$ cat src/rtl/sccu_cfg.svh
// Offsets, field positions, reset values and timing counts of the clock unit
`ifndef SCCU_CFG_SVH
`define SCCU_CFG_SVH
// ----------------------------------------------------------------
// Register byte offsets
// ----------------------------------------------------------------
`define SCCU_OFS_MAIN 12'h000
`define SCCU_OFS_SLOW 12'h004
`define SCCU_OFS_PLL 12'h008
`define SCCU_OFS_FLCONF 12'h00C
`define SCCU_OFS_FLSYNC 12'h010
`define SCCU_OFS_STAT 12'h014
`define SCCU_OFS_IEN 12'h018
`define SCCU_OFS_IMASK 12'h01C
`define SCCU_OFS_IPEND 12'h020
`define SCCU_OFS_ICLR 12'h024
`define SCCU_OFS_UNLOCK 12'h028
// ----------------------------------------------------------------
// Field positions
// ----------------------------------------------------------------
`define SCCU_B_EN 0
`define SCCU_B_MODE 1
`define SCCU_B_ONE_KHZ_OUTPUT_ENABLE 2
`define SCCU_B_SLOW_OUTPUT_ENABLE 3
`define SCCU_B_SLOW_PIN_PAIR_SELECT 4
`define SCCU_F_SU 11:8
`define SCCU_F_PREF 2:1
`define SCCU_F_POPT 7:4
`define SCCU_F_PDIV 11:8
`define SCCU_F_PMUL 19:16
`define SCCU_F_COARSE 15:8
`define SCCU_F_FINE 25:16
`define SCCU_F_KEY 31:24
`define SCCU_F_KOFS 11:0
`define SCCU_UNLOCK_KEY 8'hAA
// Status / interrupt bit positions
`define SCCU_S_MAIN 0
`define SCCU_S_SLOW 1
`define SCCU_S_LOCK 2
`define SCCU_S_LOST 3
`define SCCU_S_FLRDY 4
// ----------------------------------------------------------------
// Reset values
// ----------------------------------------------------------------
`define SCCU_RST_MAIN 32'h0000_0000
`define SCCU_RST_SLOW 32'h0000_0008
`define SCCU_RST_PLL 32'h0000_0000
`define SCCU_RST_FL 32'h0000_0000
// ----------------------------------------------------------------
// Timing
// ----------------------------------------------------------------
`define SCCU_PCLK_NS 100
`define SCCU_SU_UNIT_NS 1000
`define SCCU_SU_CYC ((`SCCU_SU_UNIT_NS+`SCCU_PCLK_NS-1)/`SCCU_PCLK_NS)
`define SCCU_FL_SYNC_NS 400
`define SCCU_FL_SYNC_CYC ((`SCCU_FL_SYNC_NS+`SCCU_PCLK_NS-1)/`SCCU_PCLK_NS)
`endif

$ cat src/rtl/sccu_pkg.sv
// Types shared by the clock unit modules
package sccu_pkg;
  // Frequency-loop crossing state
  typedef enum logic [0:0] {
    SCCU_FL_IDLE = 1'b0,
    SCCU_FL_BUSY = 1'b1
  } sccu_fl_state_t;
endpackage : sccu_pkg

$ cat src/rtl/sccu_startup.sv
// Oscillator start-up mask with running-level synchroniser
`timescale 1ns/1ps
`include "sccu_cfg.svh"
module sccu_startup
  import sccu_pkg::*;
(
  input wire logic clk,
  input wire logic rst_n,
  input wire logic en,
  input wire logic osc_run,
  input wire logic [3:0] su_sel,
  output logic ready,
  output logic clk_gate
);
  // ----------------------------------------------------------------
  // Running level crossing
  // ----------------------------------------------------------------
  logic run_m_q; // First stage, read only by second
  logic run_s_q; // Usable running level
  logic [15:0] cnt_q;
  logic [15:0] cnt_d;
  logic rdy_q;
  logic rdy_d;
  logic [15:0] target;

  // Start-up length: su_sel+1 units of 10 pclk cycles each
  assign target = 16'(({12'h000, su_sel} + 16'h0001) * `SCCU_SU_CYC);

  // Next count; any drop of enable or running restarts the wait
  always_comb
  begin
    cnt_d = cnt_q;
    rdy_d = rdy_q;
    if (!en || !run_s_q)
    begin
      cnt_d = 16'h0000;
      rdy_d = 1'b0;
    end
    else if (cnt_q >= target)
      rdy_d = 1'b1;
    else
      cnt_d = cnt_q + 16'h0001;
  end

  // Synchroniser and counter registers
  always_ff @(posedge clk or negedge rst_n)
  begin
    if (!rst_n)
    begin
      run_m_q <= 1'b0;
      run_s_q <= 1'b0;
      cnt_q <= 16'h0000;
      rdy_q <= 1'b0;
    end
    else
    begin
      run_m_q <= osc_run;
      run_s_q <= run_m_q;
      cnt_q <= cnt_d;
      rdy_q <= rdy_d;
    end
  end

  assign ready = rdy_q;
  // Unstable cycles never pass before ready
  assign clk_gate = rdy_q & en;
endmodule : sccu_startup

$ cat src/rtl/sccu_clock_unit.sv
// Clock source control: main, slow, phase and frequency loops, APB slave
//
// Contract
// - Oscillators start disabled, pins left to GPIO
// - Enabled oscillator owns its crystal pins
// - Enable and mode bits; sleep forces off
// - Mask oscillator output during start-up
// - Main ready flag, rising edge interrupt
// - Enable write sets interrupt mask bits
// - Slow oscillator survives sleep, non-POR resets
// - Slow ready flag, rising edge interrupt
// - 1 kHz and 32 kHz output enables
// - Pin-pair select for slow oscillator
// - Phase loop off; clock masked until lock
// - Phase loop writes need unlock
// - Software keeps multiplier above one
// - Options field: halve, wide bandwidth
// - Writes other than disable discarded while phase loop enabled
// - Lock and lock-lost flags, interrupts
// - Frequency loop writes need unlock
// - Ignore frequency writes while enabled and not ready
// - Sync request presents synchronised values
// - Disabled loop never sets ready
// - Open loop follows coarse and fine
// - Closed loop makes coarse, fine read-only
`timescale 1ns/1ps
`include "sccu_cfg.svh"
module sccu_clock_unit
  import sccu_pkg::*;
(
  input wire logic pclk,
  input wire logic presetn,
  input wire logic por_n,
  input wire logic [11:0] paddr,
  input wire logic psel,
  input wire logic penable,
  input wire logic pwrite,
  input wire logic [31:0] pwdata,
  output logic [31:0] prdata,
  output logic pready,
  output logic pslverr,
  output logic irq,
  input wire logic sleep_osc_off,
  input wire logic main_osc_running,
  output logic main_osc_enable,
  output logic main_osc_mode,
  output logic main_crystal_in_own,
  output logic main_crystal_out_own,
  output logic main_clk_gate,
  input wire logic slow_osc_running,
  output logic slow_osc_enable,
  output logic slow_osc_mode,
  output logic slow_crystal_in_own,
  output logic slow_crystal_out_own,
  output logic slow_crystal_in_alt_own,
  output logic slow_crystal_out_alt_own,
  output logic one_khz_output_enable,
  output logic slow_output_enable,
  output logic slow_clk_gate,
  input wire logic phase_loop_lock_raw,
  output logic phase_loop_enable,
  output logic [1:0] phase_loop_ref_select,
  output logic [3:0] phase_loop_options,
  output logic [3:0] phase_loop_divider,
  output logic [3:0] phase_loop_multiplier,
  output logic phase_loop_clk_gate,
  input wire logic [7:0] freq_loop_tuned_coarse,
  input wire logic [9:0] freq_loop_tuned_fine,
  output logic freq_loop_enable,
  output logic freq_loop_mode,
  output logic [7:0] freq_loop_coarse,
  output logic [9:0] freq_loop_fine
);
  // ----------------------------------------------------------------
  // Declarations
  // ----------------------------------------------------------------
  logic wr_acc; // Write in access phase
  logic rd_setup; // Read in setup phase
  logic mapped; // Address decodes
  logic [31:0] rd_mux;
  logic [31:0] prdata_q;
  logic [31:0] prdata_d;
  logic [31:0] main_q; // main_osc_control
  logic [31:0] main_d;
  logic [31:0] slow_q; // slow_osc_control, POR only
  logic [31:0] slow_d;
  logic [31:0] pll_q; // phase_loop_control
  logic [31:0] pll_d;
  logic [31:0] fl_q; // freq_loop_config
  logic [31:0] fl_d;
  logic [31:0] fl_shadow_q; // Synchronised readback
  logic [31:0] fl_shadow_d;
  logic [4:0] mask_q; // irq_mask_reg
  logic [4:0] mask_d;
  logic [4:0] pend_q; // Sticky interrupt events
  logic [4:0] pend_d;
  logic [4:0] stat_prev_q; // Status one cycle ago
  logic [4:0] stat;
  logic [4:0] rise;
  logic armed_q; // Unlock key seen
  logic armed_d;
  logic [11:0] arm_ofs_q; // Offset the key names
  logic [11:0] arm_ofs_d;
  logic lock_m_q; // First stage, read only by second
  logic lock_s_q;
  logic lost_q; // phase_loop_lock_lost_flag
  logic lost_d;
  logic relock_q; // Lock seen in the previous cycle while enabled
  logic relock_d;
  logic [7:0] tc_m_q; // Tuned words crossing
  logic [7:0] tc_s_q;
  logic [9:0] tf_m_q;
  logic [9:0] tf_s_q;
  sccu_fl_state_t fl_st_q;
  sccu_fl_state_t fl_st_d;
  logic [3:0] fl_cnt_q;
  logic [3:0] fl_cnt_d;
  logic fl_rdy_q; // freq_loop_sync_ready
  logic fl_rdy_d;
  logic main_rdy;
  logic slow_rdy;
  logic pll_ok; // Unlock satisfied for this write
  logic fl_ok;

  // ----------------------------------------------------------------
  // APB decode
  // ----------------------------------------------------------------
  assign wr_acc = psel & penable & pwrite;
  assign rd_setup = psel & ~penable & ~pwrite;
  // Zero-wait slave; read data was latched in the setup cycle
  assign pready = 1'b1;
  assign pslverr = psel & penable & ~mapped;
  assign pll_ok = armed_q && (arm_ofs_q == `SCCU_OFS_PLL);
  assign fl_ok = armed_q && (arm_ofs_q == `SCCU_OFS_FLCONF);

  // Read mux and address map
  always_comb
  begin
    mapped = 1'b1;
    rd_mux = 32'h0000_0000;
    unique case (paddr)
      `SCCU_OFS_MAIN: rd_mux = main_q;
      `SCCU_OFS_SLOW: rd_mux = slow_q;
      `SCCU_OFS_PLL: rd_mux = pll_q;
      `SCCU_OFS_FLCONF: rd_mux = fl_shadow_q;
      `SCCU_OFS_FLSYNC: rd_mux = 32'h0000_0000;
      `SCCU_OFS_STAT: rd_mux = {27'h0, stat};
      `SCCU_OFS_IEN: rd_mux = 32'h0000_0000;
      `SCCU_OFS_IMASK: rd_mux = {27'h0, mask_q};
      `SCCU_OFS_IPEND: rd_mux = {27'h0, pend_q};
      `SCCU_OFS_ICLR: rd_mux = 32'h0000_0000;
      `SCCU_OFS_UNLOCK: rd_mux = 32'h0000_0000;
      default: mapped = 1'b0; // Unmapped reads zero, error
    endcase
  end

  // ----------------------------------------------------------------
  // Register file next state
  // ----------------------------------------------------------------
  always_comb
  begin
    prdata_d = rd_setup ? rd_mux : prdata_q;
    main_d = main_q;
    pll_d = pll_q;
    fl_d = fl_q;
    mask_d = mask_q;
    armed_d = armed_q;
    arm_ofs_d = arm_ofs_q;
    if (wr_acc)
    begin
      // Any write consumes the key, so it covers one write only
      armed_d = 1'b0;
      unique case (paddr)
        `SCCU_OFS_MAIN: main_d = pwdata;
        `SCCU_OFS_PLL:
        begin
          if (pll_ok)
          begin
            if (!pll_q[`SCCU_B_EN])
              pll_d = pwdata;
            else if (!pwdata[`SCCU_B_EN])
              pll_d[`SCCU_B_EN] = 1'b0;
          end
        end
        `SCCU_OFS_FLCONF:
        begin
          // Disabled loop accepts re-enable without ready
          if (fl_ok && (fl_rdy_q || !fl_q[`SCCU_B_EN]))
          begin
            fl_d = pwdata;
            if (fl_q[`SCCU_B_MODE] && pwdata[`SCCU_B_MODE])
            begin
              // Tuner owns the calibration fields
              fl_d[`SCCU_F_COARSE] = fl_q[`SCCU_F_COARSE];
              fl_d[`SCCU_F_FINE] = fl_q[`SCCU_F_FINE];
            end
          end
        end
        `SCCU_OFS_IEN: mask_d = mask_q | pwdata[4:0];
        `SCCU_OFS_IMASK: mask_d = mask_q & ~pwdata[4:0];
        `SCCU_OFS_UNLOCK:
        begin
          if (pwdata[`SCCU_F_KEY] == `SCCU_UNLOCK_KEY)
          begin
            armed_d = 1'b1;
            arm_ofs_d = pwdata[`SCCU_F_KOFS];
          end
        end
        default: ; // Other offsets store nothing here
      endcase
    end
    fl_d[31:26] = 6'h00; // Bits 31:26 stay zero
  end

  // Slow control, written alone by software
  always_comb
  begin
    slow_d = slow_q;
    if (wr_acc && (paddr == `SCCU_OFS_SLOW))
      slow_d = pwdata;
    slow_d[31:12] = 20'h00000;
  end

  // Registers cleared by presetn, not by por_n alone
  always_ff @(posedge pclk or negedge presetn)
  begin
    if (!presetn)
    begin
      prdata_q <= 32'h0000_0000;
      main_q <= `SCCU_RST_MAIN;
      pll_q <= `SCCU_RST_PLL;
      fl_q <= `SCCU_RST_FL;
      mask_q <= 5'h00;
      armed_q <= 1'b0;
      arm_ofs_q <= 12'h000;
    end
    else
    begin
      prdata_q <= prdata_d;
      main_q <= main_d;
      pll_q <= pll_d;
      fl_q <= fl_d;
      mask_q <= mask_d;
      armed_q <= armed_d;
      arm_ofs_q <= arm_ofs_d;
    end
  end

  // Slow oscillator control survives all but power-on reset
  always_ff @(posedge pclk or negedge por_n)
  begin
    if (!por_n)
      slow_q <= `SCCU_RST_SLOW;
    else
      slow_q <= slow_d;
  end

  assign prdata = prdata_q;

  // ----------------------------------------------------------------
  // Main and slow oscillators
  // ----------------------------------------------------------------
  // Sleep drops the enable, so wake-up repeats the start-up wait
  assign main_osc_enable = main_q[`SCCU_B_EN] & ~sleep_osc_off;
  assign main_osc_mode = main_q[`SCCU_B_MODE];
  assign main_crystal_in_own = main_osc_enable;
  // External clock mode leaves the output pin to GPIO
  assign main_crystal_out_own = main_osc_enable & ~main_q[`SCCU_B_MODE];

  sccu_startup u_main_su (
    .clk(pclk),
    .rst_n(presetn),
    .en(main_osc_enable),
    .osc_run(main_osc_running),
    .su_sel(main_q[`SCCU_F_SU]),
    .ready(main_rdy),
    .clk_gate(main_clk_gate)
  );

  // No sleep input: the slow oscillator runs in every mode
  assign slow_osc_enable = slow_q[`SCCU_B_EN];
  assign slow_osc_mode = slow_q[`SCCU_B_MODE];
  assign slow_crystal_in_own = slow_osc_enable & ~slow_q[`SCCU_B_SLOW_PIN_PAIR_SELECT];
  assign slow_crystal_out_own = slow_crystal_in_own & ~slow_osc_mode;
  // Alternate pair is the one kept powered in shutdown
  assign slow_crystal_in_alt_own = slow_osc_enable &
                                   slow_q[`SCCU_B_SLOW_PIN_PAIR_SELECT];
  assign slow_crystal_out_alt_own = slow_crystal_in_alt_own & ~slow_osc_mode;

  sccu_startup u_slow_su (
    .clk(pclk),
    .rst_n(por_n),
    .en(slow_osc_enable),
    .osc_run(slow_osc_running),
    .su_sel(slow_q[`SCCU_F_SU]),
    .ready(slow_rdy),
    .clk_gate(slow_clk_gate)
  );

  assign one_khz_output_enable = slow_rdy & slow_q[`SCCU_B_ONE_KHZ_OUTPUT_ENABLE];
  assign slow_output_enable = slow_rdy & slow_q[`SCCU_B_SLOW_OUTPUT_ENABLE];

  // ----------------------------------------------------------------
  // Phase loop
  // ----------------------------------------------------------------
  assign phase_loop_enable = pll_q[`SCCU_B_EN];
  assign phase_loop_ref_select = pll_q[`SCCU_F_PREF];
  // Option bits carry range, halving and wide bandwidth
  assign phase_loop_options = pll_q[`SCCU_F_POPT];
  // Analog side forms (mul+1)/div, or 2(mul+1) for div zero
  assign phase_loop_divider = pll_q[`SCCU_F_PDIV];
  assign phase_loop_multiplier = pll_q[`SCCU_F_PMUL];

  // Lock tracking and loss detection
  always_comb
  begin
    lost_d = lost_q;
    relock_d = relock_q;
    if (!phase_loop_enable)
    begin
      relock_d = 1'b0;
      lost_d = 1'b0;
    end
    else if (lock_s_q)
    begin
      relock_d = 1'b1;
      lost_d = 1'b0; // Lock regained clears the loss
    end
    else if (relock_q)
    begin
      relock_d = 1'b0;
      lost_d = 1'b1;
    end
  end

  // Lock synchroniser and flags
  always_ff @(posedge pclk or negedge presetn)
  begin
    if (!presetn)
    begin
      lock_m_q <= 1'b0;
      lock_s_q <= 1'b0;
      lost_q <= 1'b0;
      relock_q <= 1'b0;
    end
    else
    begin
      lock_m_q <= phase_loop_lock_raw;
      lock_s_q <= lock_m_q;
      lost_q <= lost_d;
      relock_q <= relock_d;
    end
  end

  // Undefined frequency never reaches the logic
  assign phase_loop_clk_gate = phase_loop_enable & lock_s_q &
                               relock_q;

  // ----------------------------------------------------------------
  // Frequency loop crossing
  // ----------------------------------------------------------------
  assign freq_loop_enable = fl_q[`SCCU_B_EN];
  assign freq_loop_mode = fl_q[`SCCU_B_MODE];
  // Open loop drives the fields straight to the oscillator
  assign freq_loop_coarse = fl_q[`SCCU_F_COARSE];
  assign freq_loop_fine = fl_q[`SCCU_F_FINE];

  // Busy for the crossing latency after a write or sync request
  always_comb
  begin
    fl_st_d = fl_st_q;
    fl_cnt_d = fl_cnt_q;
    fl_rdy_d = fl_rdy_q;
    fl_shadow_d = fl_shadow_q;
    unique case (fl_st_q)
      SCCU_FL_IDLE:
      begin
        if (wr_acc && ((paddr == `SCCU_OFS_FLSYNC && pwdata[0]) ||
                       paddr == `SCCU_OFS_FLCONF))
        begin
          fl_st_d = SCCU_FL_BUSY;
          fl_cnt_d = 4'h0;
          fl_rdy_d = 1'b0;
        end
      end
      SCCU_FL_BUSY:
      begin
        if (fl_cnt_q == 4'(`SCCU_FL_SYNC_CYC - 1))
        begin
          fl_st_d = SCCU_FL_IDLE;
          fl_shadow_d = fl_q;
          if (fl_q[`SCCU_B_MODE])
          begin
            fl_shadow_d[`SCCU_F_COARSE] = tc_s_q;
            fl_shadow_d[`SCCU_F_FINE] = tf_s_q;
          end
        end
        else
          fl_cnt_d = fl_cnt_q + 4'h1;
      end
    endcase
    // Ready only for an enabled loop, idle crossing
    if (!fl_q[`SCCU_B_EN])
      fl_rdy_d = 1'b0;
    else if (fl_st_d == SCCU_FL_IDLE)
      fl_rdy_d = 1'b1;
  end

  // Crossing state and tuned-word stages
  always_ff @(posedge pclk or negedge presetn)
  begin
    if (!presetn)
    begin
      fl_st_q <= SCCU_FL_IDLE;
      fl_cnt_q <= 4'h0;
      fl_rdy_q <= 1'b0;
      fl_shadow_q <= `SCCU_RST_FL;
      tc_m_q <= 8'h00;
      tc_s_q <= 8'h00;
      tf_m_q <= 10'h000;
      tf_s_q <= 10'h000;
    end
    else
    begin
      fl_st_q <= fl_st_d;
      fl_cnt_q <= fl_cnt_d;
      fl_rdy_q <= fl_rdy_d;
      fl_shadow_q <= fl_shadow_d;
      // Tuner words assumed steady across the sync window
      tc_m_q <= freq_loop_tuned_coarse;
      tc_s_q <= tc_m_q;
      tf_m_q <= freq_loop_tuned_fine;
      tf_s_q <= tf_m_q;
    end
  end

  // ----------------------------------------------------------------
  // Status and interrupt
  // ----------------------------------------------------------------
  assign stat = {fl_rdy_q, lost_q, lock_s_q & phase_loop_enable,
                 slow_rdy, main_rdy};
  assign rise = stat & ~stat_prev_q;

  // New event wins over a clear in the same cycle
  always_comb
  begin
    pend_d = pend_q;
    if (wr_acc && (paddr == `SCCU_OFS_ICLR))
      pend_d = pend_q & ~pwdata[4:0];
    pend_d = pend_d | rise;
  end

  // Edge history and sticky events
  always_ff @(posedge pclk or negedge presetn)
  begin
    if (!presetn)
    begin
      stat_prev_q <= 5'h00;
      pend_q <= 5'h00;
    end
    else
    begin
      stat_prev_q <= stat;
      pend_q <= pend_d;
    end
  end

  assign irq = |(pend_q & mask_q);
endmodule : sccu_clock_unit

$ cat config.mk
export PLATFORM = sky130hd
export DESIGN_NAME = sccu_clock_unit
export DESIGN_NICKNAME = d
export VERILOG_FILES = /design/src/rtl/sccu_pkg.sv /design/src/rtl/sccu_startup.sv /design/src/rtl/sccu_clock_unit.sv
export VERILOG_INCLUDE_DIRS = /design/src /design/src/rtl
export SDC_FILE = /design/constraint.sdc
export NUM_CORES = 1
export LEC_CHECK = 0
export BUFFER_PORTS_ARGS = -buffer_cell sky130_fd_sc_hd__clkbuf_2
export CAP_MARGIN = 20
export CORE_MARGIN = 2
export CORE_UTILIZATION = 35
export DETAILED_ROUTE_END_ITERATION = 8
export GPL_ROUTABILITY_DRIVEN = 0
export PLACE_DENSITY = 0.57
export SKIP_CTS_REPAIR_TIMING = 1
export SLEW_MARGIN = 20
export SYNTH_ARGS = -nofsm -noshare
export SYNTH_HDL_FRONTEND = slang
export SYNTH_SLANG_ARGS = --single-unit
$ cat constraint.sdc
create_clock -name pclk -period 4.55 [get_ports pclk]
set_clock_uncertainty 0.2 [all_clocks]
set_input_delay 0.455 -clock pclk [delete_from_list [all_inputs] [get_ports pclk]]
set_output_delay 0.455 -clock pclk [all_outputs]
set_load 0.01 [all_outputs]
==> impl_metrics.json, run 1 <==
{
  "synth_most_common_cell": "sky130_fd_sc_hd__dfrtp_1",
  "switching_part_of_the_total_pct": 22.81,
  "timing.hold.ws_ps": 27.54,
  "cts_root_buffer": "sky130_fd_sc_hd__clkbuf_16",
  "critical_path_class": "flop to flop",
  "vdd_drop_max_v": 0.0002797,
  "num_io_pins": 157,
  "grt_max_degree": 183,
  "grt.busiest_layer": "met2",
  "drv_slew": 0,
  "worstPathBufferInverterCount": 1,
  "min_path_cells": 2,
  "initial_antenna_violation_count": 0,
  "endpoint_kind": "flop",
  "cpLargestDelayFamily": "simple AND/OR/NAND/NOR gates",
  "syn_area_per_cell_sq_um": 12.08,
  "async_flop_share_pct": 100.0,
  "synth-edff-count": 0,
  "worst-path-max-fanout": 17,
  "detail_route.wl_per_cell_microns": 18.71,
  "drive_gt1_share_pct": 30.82,
  "detail-route-antenna-nets": 0,
  "dr_vias_cell": 5.089,
  "h-tree-depth": 1,
  "globalRouteTotalUtil_pct": 17.24,
  "holdCritPathClass": "input port to flop",
  "post_synth_instance_area_sq_um": 12130,
  "cellInternalPower_mw": 3.937,
  "run_status": "complete, no violations",
  "transition_time_of_the_tightest_slew_check_pin_ps": 980.6,
  "finalCriticalPeriod_ps": 4063,
  "area_of_the_core_sq_um": 34370,
  "netlist_instances": 1004,
  "rsz0062_at_grt": "no",
  "detailedRoute.firstIterationViolations": 444,
  "clk_latency_ps": 570,
  "worstHoldStart": "pwdata[25]",
  "totalNegativeSetupSlack_ps": 0,
  "tritoncts_num_sinks": 271,
  "reg2reg_depth": 15,
  "synth.area.top_cells": "sky130_fd_sc_hd__dfrtp_1, sky130_fd_sc_hd__mux2_2, sky130_fd_sc_hd__ha_1",
  "worst-endpoint-arrival_ps": 4340,
  "slowest_stage_cell_cp": "sky130_fd_sc_hd__or4_1",
  "detailroute.via_count": 8392,
  "seqPwrFrac_pct": 48.5,
  "final_core_utilization_pct": 42.51,
  "synth_commonest_cells": "sky130_fd_sc_hd__dfrtp_1, sky130_fd_sc_hd__mux2_2, sky130_fd_sc_hd__nand2_1",
  "share_clk_of_total_power_pct": 46.8,
  "slowest_delay_ps": 470,
  "combPwrFrac_pct": 4.6,
  "num-nets-final": 1272,
  "die_area_sq_um": 36160,
  "grt_pass1_vias": 8455,
  "synth_top_cell_area_share_pct": 55.71,
  "grt_util_met3_pct": 2.804,
  "seq_area_frac_synth_pct": 55.93,
  "power.density_cell_area_nw_per_um2": 349.1,
  "crit_path_start_kind": "flop",
  "reg2reg_from": "slow_q[10]",
  "floorplan.initialDensity_pct": 35.28,
  "synth.largest_area_cell": "sky130_fd_sc_hd__dfrtp_1",
  "final-hold-violation-count": 0,
  "worstPathCellList": "nand3_1, xnor2_2, and2_1, nor2_1, ha_1, fa_1, xor2_1, xnor2_1, ha_1, and3_1, a21oi_1, o2111ai_1, buf_4, or4_1, a21oi_1",
  "place.port_buffers": 155,
  "grt_util_met2_pct": 27.75,
  "worstHoldEndpoint": "fl_q[25]",
  "setup_viol": 0,
  "power.static_leakage_nw": 7.085,
  "crit-reg2reg-capture": "u_slow_su.cnt_q[5]",
  "synth_ff_type": "sky130_fd_sc_hd__dfrtp_1",
  "dpl.hpwl_microns": 20440,
  "tritoncts_clock_tree": "done",
  "remaining_drc_errors": 0,
  "max-slew-margin-rel_pct": 34.02,
  "total_switching_power_mw": 1.163,
  "grt_first_pass_wirelength_microns": 48730,
  "grt_overflow": 0,
  "antenna_diode_count": 0,
  "period_share_pct": 89.31,
  "maxCapViolations": 0,
  "die_height_microns": 190.2,
  "ctsLongestPathBuffers": 3,
  "synth-seq-cells": 271,
  "synthesis.nets": 1105,
  "site_row_count": 68,
  "detail_route.first_pass.iterations": 5,
  "regToRegSetupSlack_ps": 490,
  "route.final.wire_length_microns": 30860,
  "dieWidth_microns": 190.2,
  "clkSlewWorstSetupHoldPaths_ps": 60,
  "cts-buffers-inserted": 30,
  "power.total_mw": 5.100,
  "worstPathRequired_ps": 4820,
  "synth_cell_type_count": 64,
  "grt_use_met1_pct": 23.83,
  "synth.yosys.warnings": 0,
  "fmax_mhz": 246.1,
  "synthToLayoutAreaGrowth_pct": 20.47
}
sequential cells by signal, summed over array words and instances, names as in the netlist, 12 cells and up, named ones only:
signal	flops
fl_q	26
arm_ofs_q	12
fl_shadow_q	26
pll_q	32
u_slow_su.cnt_q	16
slow_q	12
main_q	32
u_main_su.cnt_q	16
prdata	32
kinds of logic after synthesis:
kind of cell	count (synthesis)	share of synthesized area, %
fa+ha+maj	30	3.198
compound gates	176	9.719
other cells	1	0.03092
xor+xnor	12	0.8666
buf+inv	101	4.436
mux	155	14.44
flops	271	55.93
simple gates	258	11.38
worst register-to-register path, cell delays in order (launching register included):
cell                        delay [ps]
sky130_fd_sc_hd__dfrtp_1           410
sky130_fd_sc_hd__nand3_1           150
sky130_fd_sc_hd__xnor2_2           280
sky130_fd_sc_hd__and2_1            250
sky130_fd_sc_hd__nor2_1             70
sky130_fd_sc_hd__ha_1              230
sky130_fd_sc_hd__fa_1              410
sky130_fd_sc_hd__xor2_1            220
sky130_fd_sc_hd__xnor2_1           150
sky130_fd_sc_hd__ha_1              260
sky130_fd_sc_hd__and3_1            180
sky130_fd_sc_hd__a21oi_1           190
sky130_fd_sc_hd__o2111ai_1         120
sky130_fd_sc_hd__buf_4             230
sky130_fd_sc_hd__or4_1             470
sky130_fd_sc_hd__a21oi_1           160
layout by cell type, fill, tap and decap left out, types with 7 or more instances in the layout:
master                          netlist  final
sky130_fd_sc_hd__and2_1              16     16
sky130_fd_sc_hd__nor4_1              13     13
sky130_fd_sc_hd__o31ai_1             11     11
sky130_fd_sc_hd__mux2_2             120    120
sky130_fd_sc_hd__clkbuf_8             0      8
sky130_fd_sc_hd__nor2b_1              9      9
sky130_fd_sc_hd__ha_1                27     27
sky130_fd_sc_hd__xnor2_1              8      7
sky130_fd_sc_hd__a22o_1              15     15
sky130_fd_sc_hd__clkinv_2             0      9
sky130_fd_sc_hd__o21ai_0             34     34
sky130_fd_sc_hd__dfrtp_1            270    270
sky130_fd_sc_hd__nand3_1             25     25
sky130_fd_sc_hd__nand2_1             68     68
sky130_fd_sc_hd__buf_4               35     16
sky130_fd_sc_hd__a22oi_1              7      7
sky130_fd_sc_hd__mux2_4              10     10
sky130_fd_sc_hd__a21oi_1             59     59
sky130_fd_sc_hd__mux2i_1             25     25
sky130_fd_sc_hd__nor2_1              50     49
sky130_fd_sc_hd__or4_1               13     13
sky130_fd_sc_hd__inv_1               21     21
sky130_fd_sc_hd__clkbuf_16            0     30
sky130_fd_sc_hd__clkbuf_2             0    154
sky130_fd_sc_hd__and3_1              21     21
sky130_fd_sc_hd__dlygate4sd3_1        0     42
sky130_fd_sc_hd__a221oi_1            18     18
metrics by stage:
stage	setup slack (ps)	area [sq um]	cells
4_1_cts	346.8	14180	1607
3_3_place_gp	541.6	13210	1552
5_1_grt	103.1	14610	1649
2_1_floorplan	800.2	12130	1004
6_report	486.6	14610	1649
3_5_place_dp	375.2	13210	1552
metal layers:
metal | wire length, microns | share of wire (%)
met4 | 817 | 2.6
met1 | 14310 | 46
met2 | 14450 | 47
met5 | 0 | 0
met3 | 1283 | 4.2
how the worst max path moves through the flow:
stage	startpoint	end	slack [ps]	depth (start not counted)
floorplan	slow_q[10]	u_slow_su.cnt_q[9]	800	15
detailed placement	slow_q[10]	u_slow_su.cnt_q[5]	380	15
global placement	slow_q[10]	u_slow_su.cnt_q[5]	540	15
finish	slow_q[10]	u_slow_su.cnt_q[5]	490	15
global route	slow_q[8]	u_slow_su.cnt_q[5]	100	15
CTS	slow_q[10]	u_slow_su.cnt_q[8]	350	15
power groups by stage:
| stage | Sequential [mW] | Combinational, mW | Clock [mW] |
|---|---|---|---|
| final | 2.47 | 0.236 | 2.39 |
| after global routing | 2.48 | 0.265 | 2.57 |
| after CTS | 2.48 | 0.213 | 2.46 |
| after detailed placement | 2.52 | 0.213 | 0 |
| after global placement | 2.52 | 0.211 | 0 |
| after floorplan | 2.52 | 0.0575 | 0 |
area by class of cell:
cell class	count	area, sq um
inverter	21	78.83
multi-input combinational	632	4838
sequential	271	6783
tap	455	569.3
timing repair buffer	215	1366
clock inverter	11	91.34
fill	3342	19760
clock buffer	44	883.3
No activity file was read; power rests on OpenSTA's default activity.
==> inputs of run 2 (changes only) <==
- clock period: 4.55 -> 5.23 ns (I/O delays scaled with it)
==> run 2 against run 1 <==
  * Combinational power decreased by 18%
  * Die area unchanged
  * Clock power down 8.8%
  * Highest routed layer unchanged
==> impl_metrics.json, run 2 (synthesized netlist as in run 1, its figures left out) <==
{
  "run_status": "complete, no violations",
  "dr_vias_cell": 5.101,
  "h-tree-depth": 1,
  "final_cell_mix": "sky130_fd_sc_hd__dfrtp_1, sky130_fd_sc_hd__clkbuf_2, sky130_fd_sc_hd__mux2_2, sky130_fd_sc_hd__nand2_1, sky130_fd_sc_hd__a21oi_1",
  "setup_viol": 0,
  "dieWidth_microns": 190.2,
  "detail-route-antenna-nets": 0,
  "max-slew-margin-rel_pct": 30.68,
  "antenna_diode_count": 0,
  "drv_slew": 0,
  "slowest_stage_cell_cp": "sky130_fd_sc_hd__or4_1",
  "fmax_mhz": 229.4,
  "remaining_drc_errors": 0,
  "drive_gt1_share_pct": 31.46,
  "worstPathRequired_ps": 5500,
  "slowest_delay_ps": 610,
  "dpl.hpwl_microns": 20270,
  "cts-buffers-inserted": 30,
  "floorplan.initialDensity_pct": 35.28,
  "total_switching_power_mw": 1.013,
  "period_share_pct": 83.35,
  "globalRouteTotalUtil_pct": 16.72,
  "clk_latency_ps": 560,
  "detailedRoute.firstIterationViolations": 486,
  "grt_overflow": 0,
  "share_clk_of_total_power_pct": 48.2,
  "critical_path_class": "flop to flop",
  "worstPathCellList": "nand3_1, xnor2_1, and2_1, nor2_1, ha_1, fa_1, xor2_1, xnor2_1, ha_1, and3_1, a21oi_1, o2111ai_2, or4_1, a21oi_1",
  "rsz0062_at_grt": "no",
  "die_area_sq_um": 36160,
  "initial_antenna_violation_count": 1,
  "num-nets-final": 1250,
  "mostFrequentLayoutCell": "sky130_fd_sc_hd__dfrtp_1",
  "grt_first_pass_wirelength_microns": 47390,
  "timing.hold.ws_ps": 38.57,
  "grt_max_degree": 131,
  "power.static_leakage_nw": 7.008,
  "die_height_microns": 190.2,
  "power.density_cell_area_nw_per_um2": 313.5,
  "grt_pass1_vias": 8177,
  "transition_time_of_the_tightest_slew_check_pin_ps": 1040,
  "cts_root_buffer": "sky130_fd_sc_hd__clkbuf_16",
  "stdcell_area_sq_um": 14450,
  "ctsLongestPathBuffers": 3,
  "multiInputGateArea_sq_um": 4837,
  "worstPathBufferInverterCount": 0,
  "sequential_cell_area_sq_um": 6783,
  "cpLargestDelayFamily": "simple AND/OR/NAND/NOR gates",
  "place.port_buffers": 155,
  "tritoncts_clock_tree": "done",
  "final-hold-violation-count": 0,
  "detail_route.first_pass.iterations": 5,
  "area_of_the_core_sq_um": 34370,
  "totalNegativeSetupSlack_ps": 0,
  "fill_cells": 3262,
  "endpoint_kind": "flop",
  "worst-endpoint-arrival_ps": 4630,
  "holdCritPathClass": "input port to flop",
  "site_row_count": 68,
  "detail_route.wl_per_cell_microns": 18.67,
  "tritoncts_num_sinks": 271,
  "synthToLayoutAreaGrowth_pct": 19.15,
  "route.final.wire_length_microns": 30400,
  "combPwrFrac_pct": 4.3,
  "num_io_pins": 157,
  "maxCapViolations": 0,
  "seqPwrFrac_pct": 47.5,
  "detailroute.via_count": 8304,
  "switching_part_of_the_total_pct": 22.36,
  "vdd_drop_max_v": 0.0002266,
  "worst-path-max-fanout": 17,
  "clkSlewWorstSetupHoldPaths_ps": 60,
  "cellInternalPower_mw": 3.517,
  "dpl-instance-area_sq_um": 13170,
  "finalCriticalPeriod_ps": 4359,
  "crit_path_start_kind": "flop"
}
-- run 2: changes by cell type in the layout (fill, tap and decap cells not counted), moves of 2 or more --
cell	change
sky130_fd_sc_hd__dlygate4sd3_1	-19
sky130_fd_sc_hd__clkinv_4	+2
sky130_fd_sc_hd__bufinv_16	+2
sky130_fd_sc_hd__clkbuf_8	-2
sky130_fd_sc_hd__clkinvlp_4	+2
sky130_fd_sc_hd__buf_4	-2
sky130_fd_sc_hd__clkbuf_1	-3
-- run 2: final cells by class --
type | count | area share [%]
timing repair buffer | 193 | 7.897
inverter | 21 | 0.5455
tap | 455 | 3.940
clock inverter | 16 | 1.186
sequential | 271 | 46.94
multi-input combinational | 632 | 33.47
clock buffer | 40 | 6.018
-- run 2: path summary, 6_finish.rpt --
kind                            startpoint                 end  slack (ps)  depth (start not counted)
worst max-delay path            slow_q[10]  u_slow_su.cnt_q[3]         870                         14
worst min-delay path            pwdata[27]          main_q[27]          40                          2
worst max register to register  slow_q[10]  u_slow_su.cnt_q[3]         870                         14
worst min register to register   tf_m_q[7]           tf_s_q[7]         140                          0
max in group asynchronous          presetn           tc_s_q[7]        3460                          3
min in group asynchronous          presetn           tf_s_q[7]         290                          2
-- run 2: worst reg2reg max path, delay by kind of cell, from the launching register on --
kind,cells,cell delay (ps)
AOI/OAI and AO/OA,3,760
adders and majority gates,3,920
DFF,1,420
xor gates and xnor gates,3,720
and+or+nand+nor,5,1260
-- run 2: power by group through the flow --
stage	registers, mW	clock network (mW)	logic, mW
after floorplan	2.20	0	0.0501
after global placement	2.19	0	0.183
after detailed placement	2.19	0	0.185
after CTS	2.15	2.25	0.186
after global routing	2.16	2.33	0.217
final	2.15	2.18	0.194
-- run 2: per-stage QoR --
step / total power, mW / setup slack, ps / instances / util [%]
detailed placement: 2.378 / 735.7 / 1549 / 38.32
global placement: 2.374 / 873.6 / 1549 / 38.32
floorplan: 2.246 / 1480 / 1004 / -
finish: 4.530 / 870.8 / 1628 / 42.04
global route: 4.709 / 523.4 / 1628 / 42.04
CTS: 4.590 / 709.6 / 1605 / 41.35
-- run 2: per-layer routing --
metal / wire length (microns) / track usage, % / up-vias
li1: - / - / 3898
met1: 13840 / 23.20 / 4149
met2: 14310 / 26.97 / 190
met3: 1473 / 2.822 / 67
met4: 776 / 4.800 / 0
met5: 0 / 0 / -
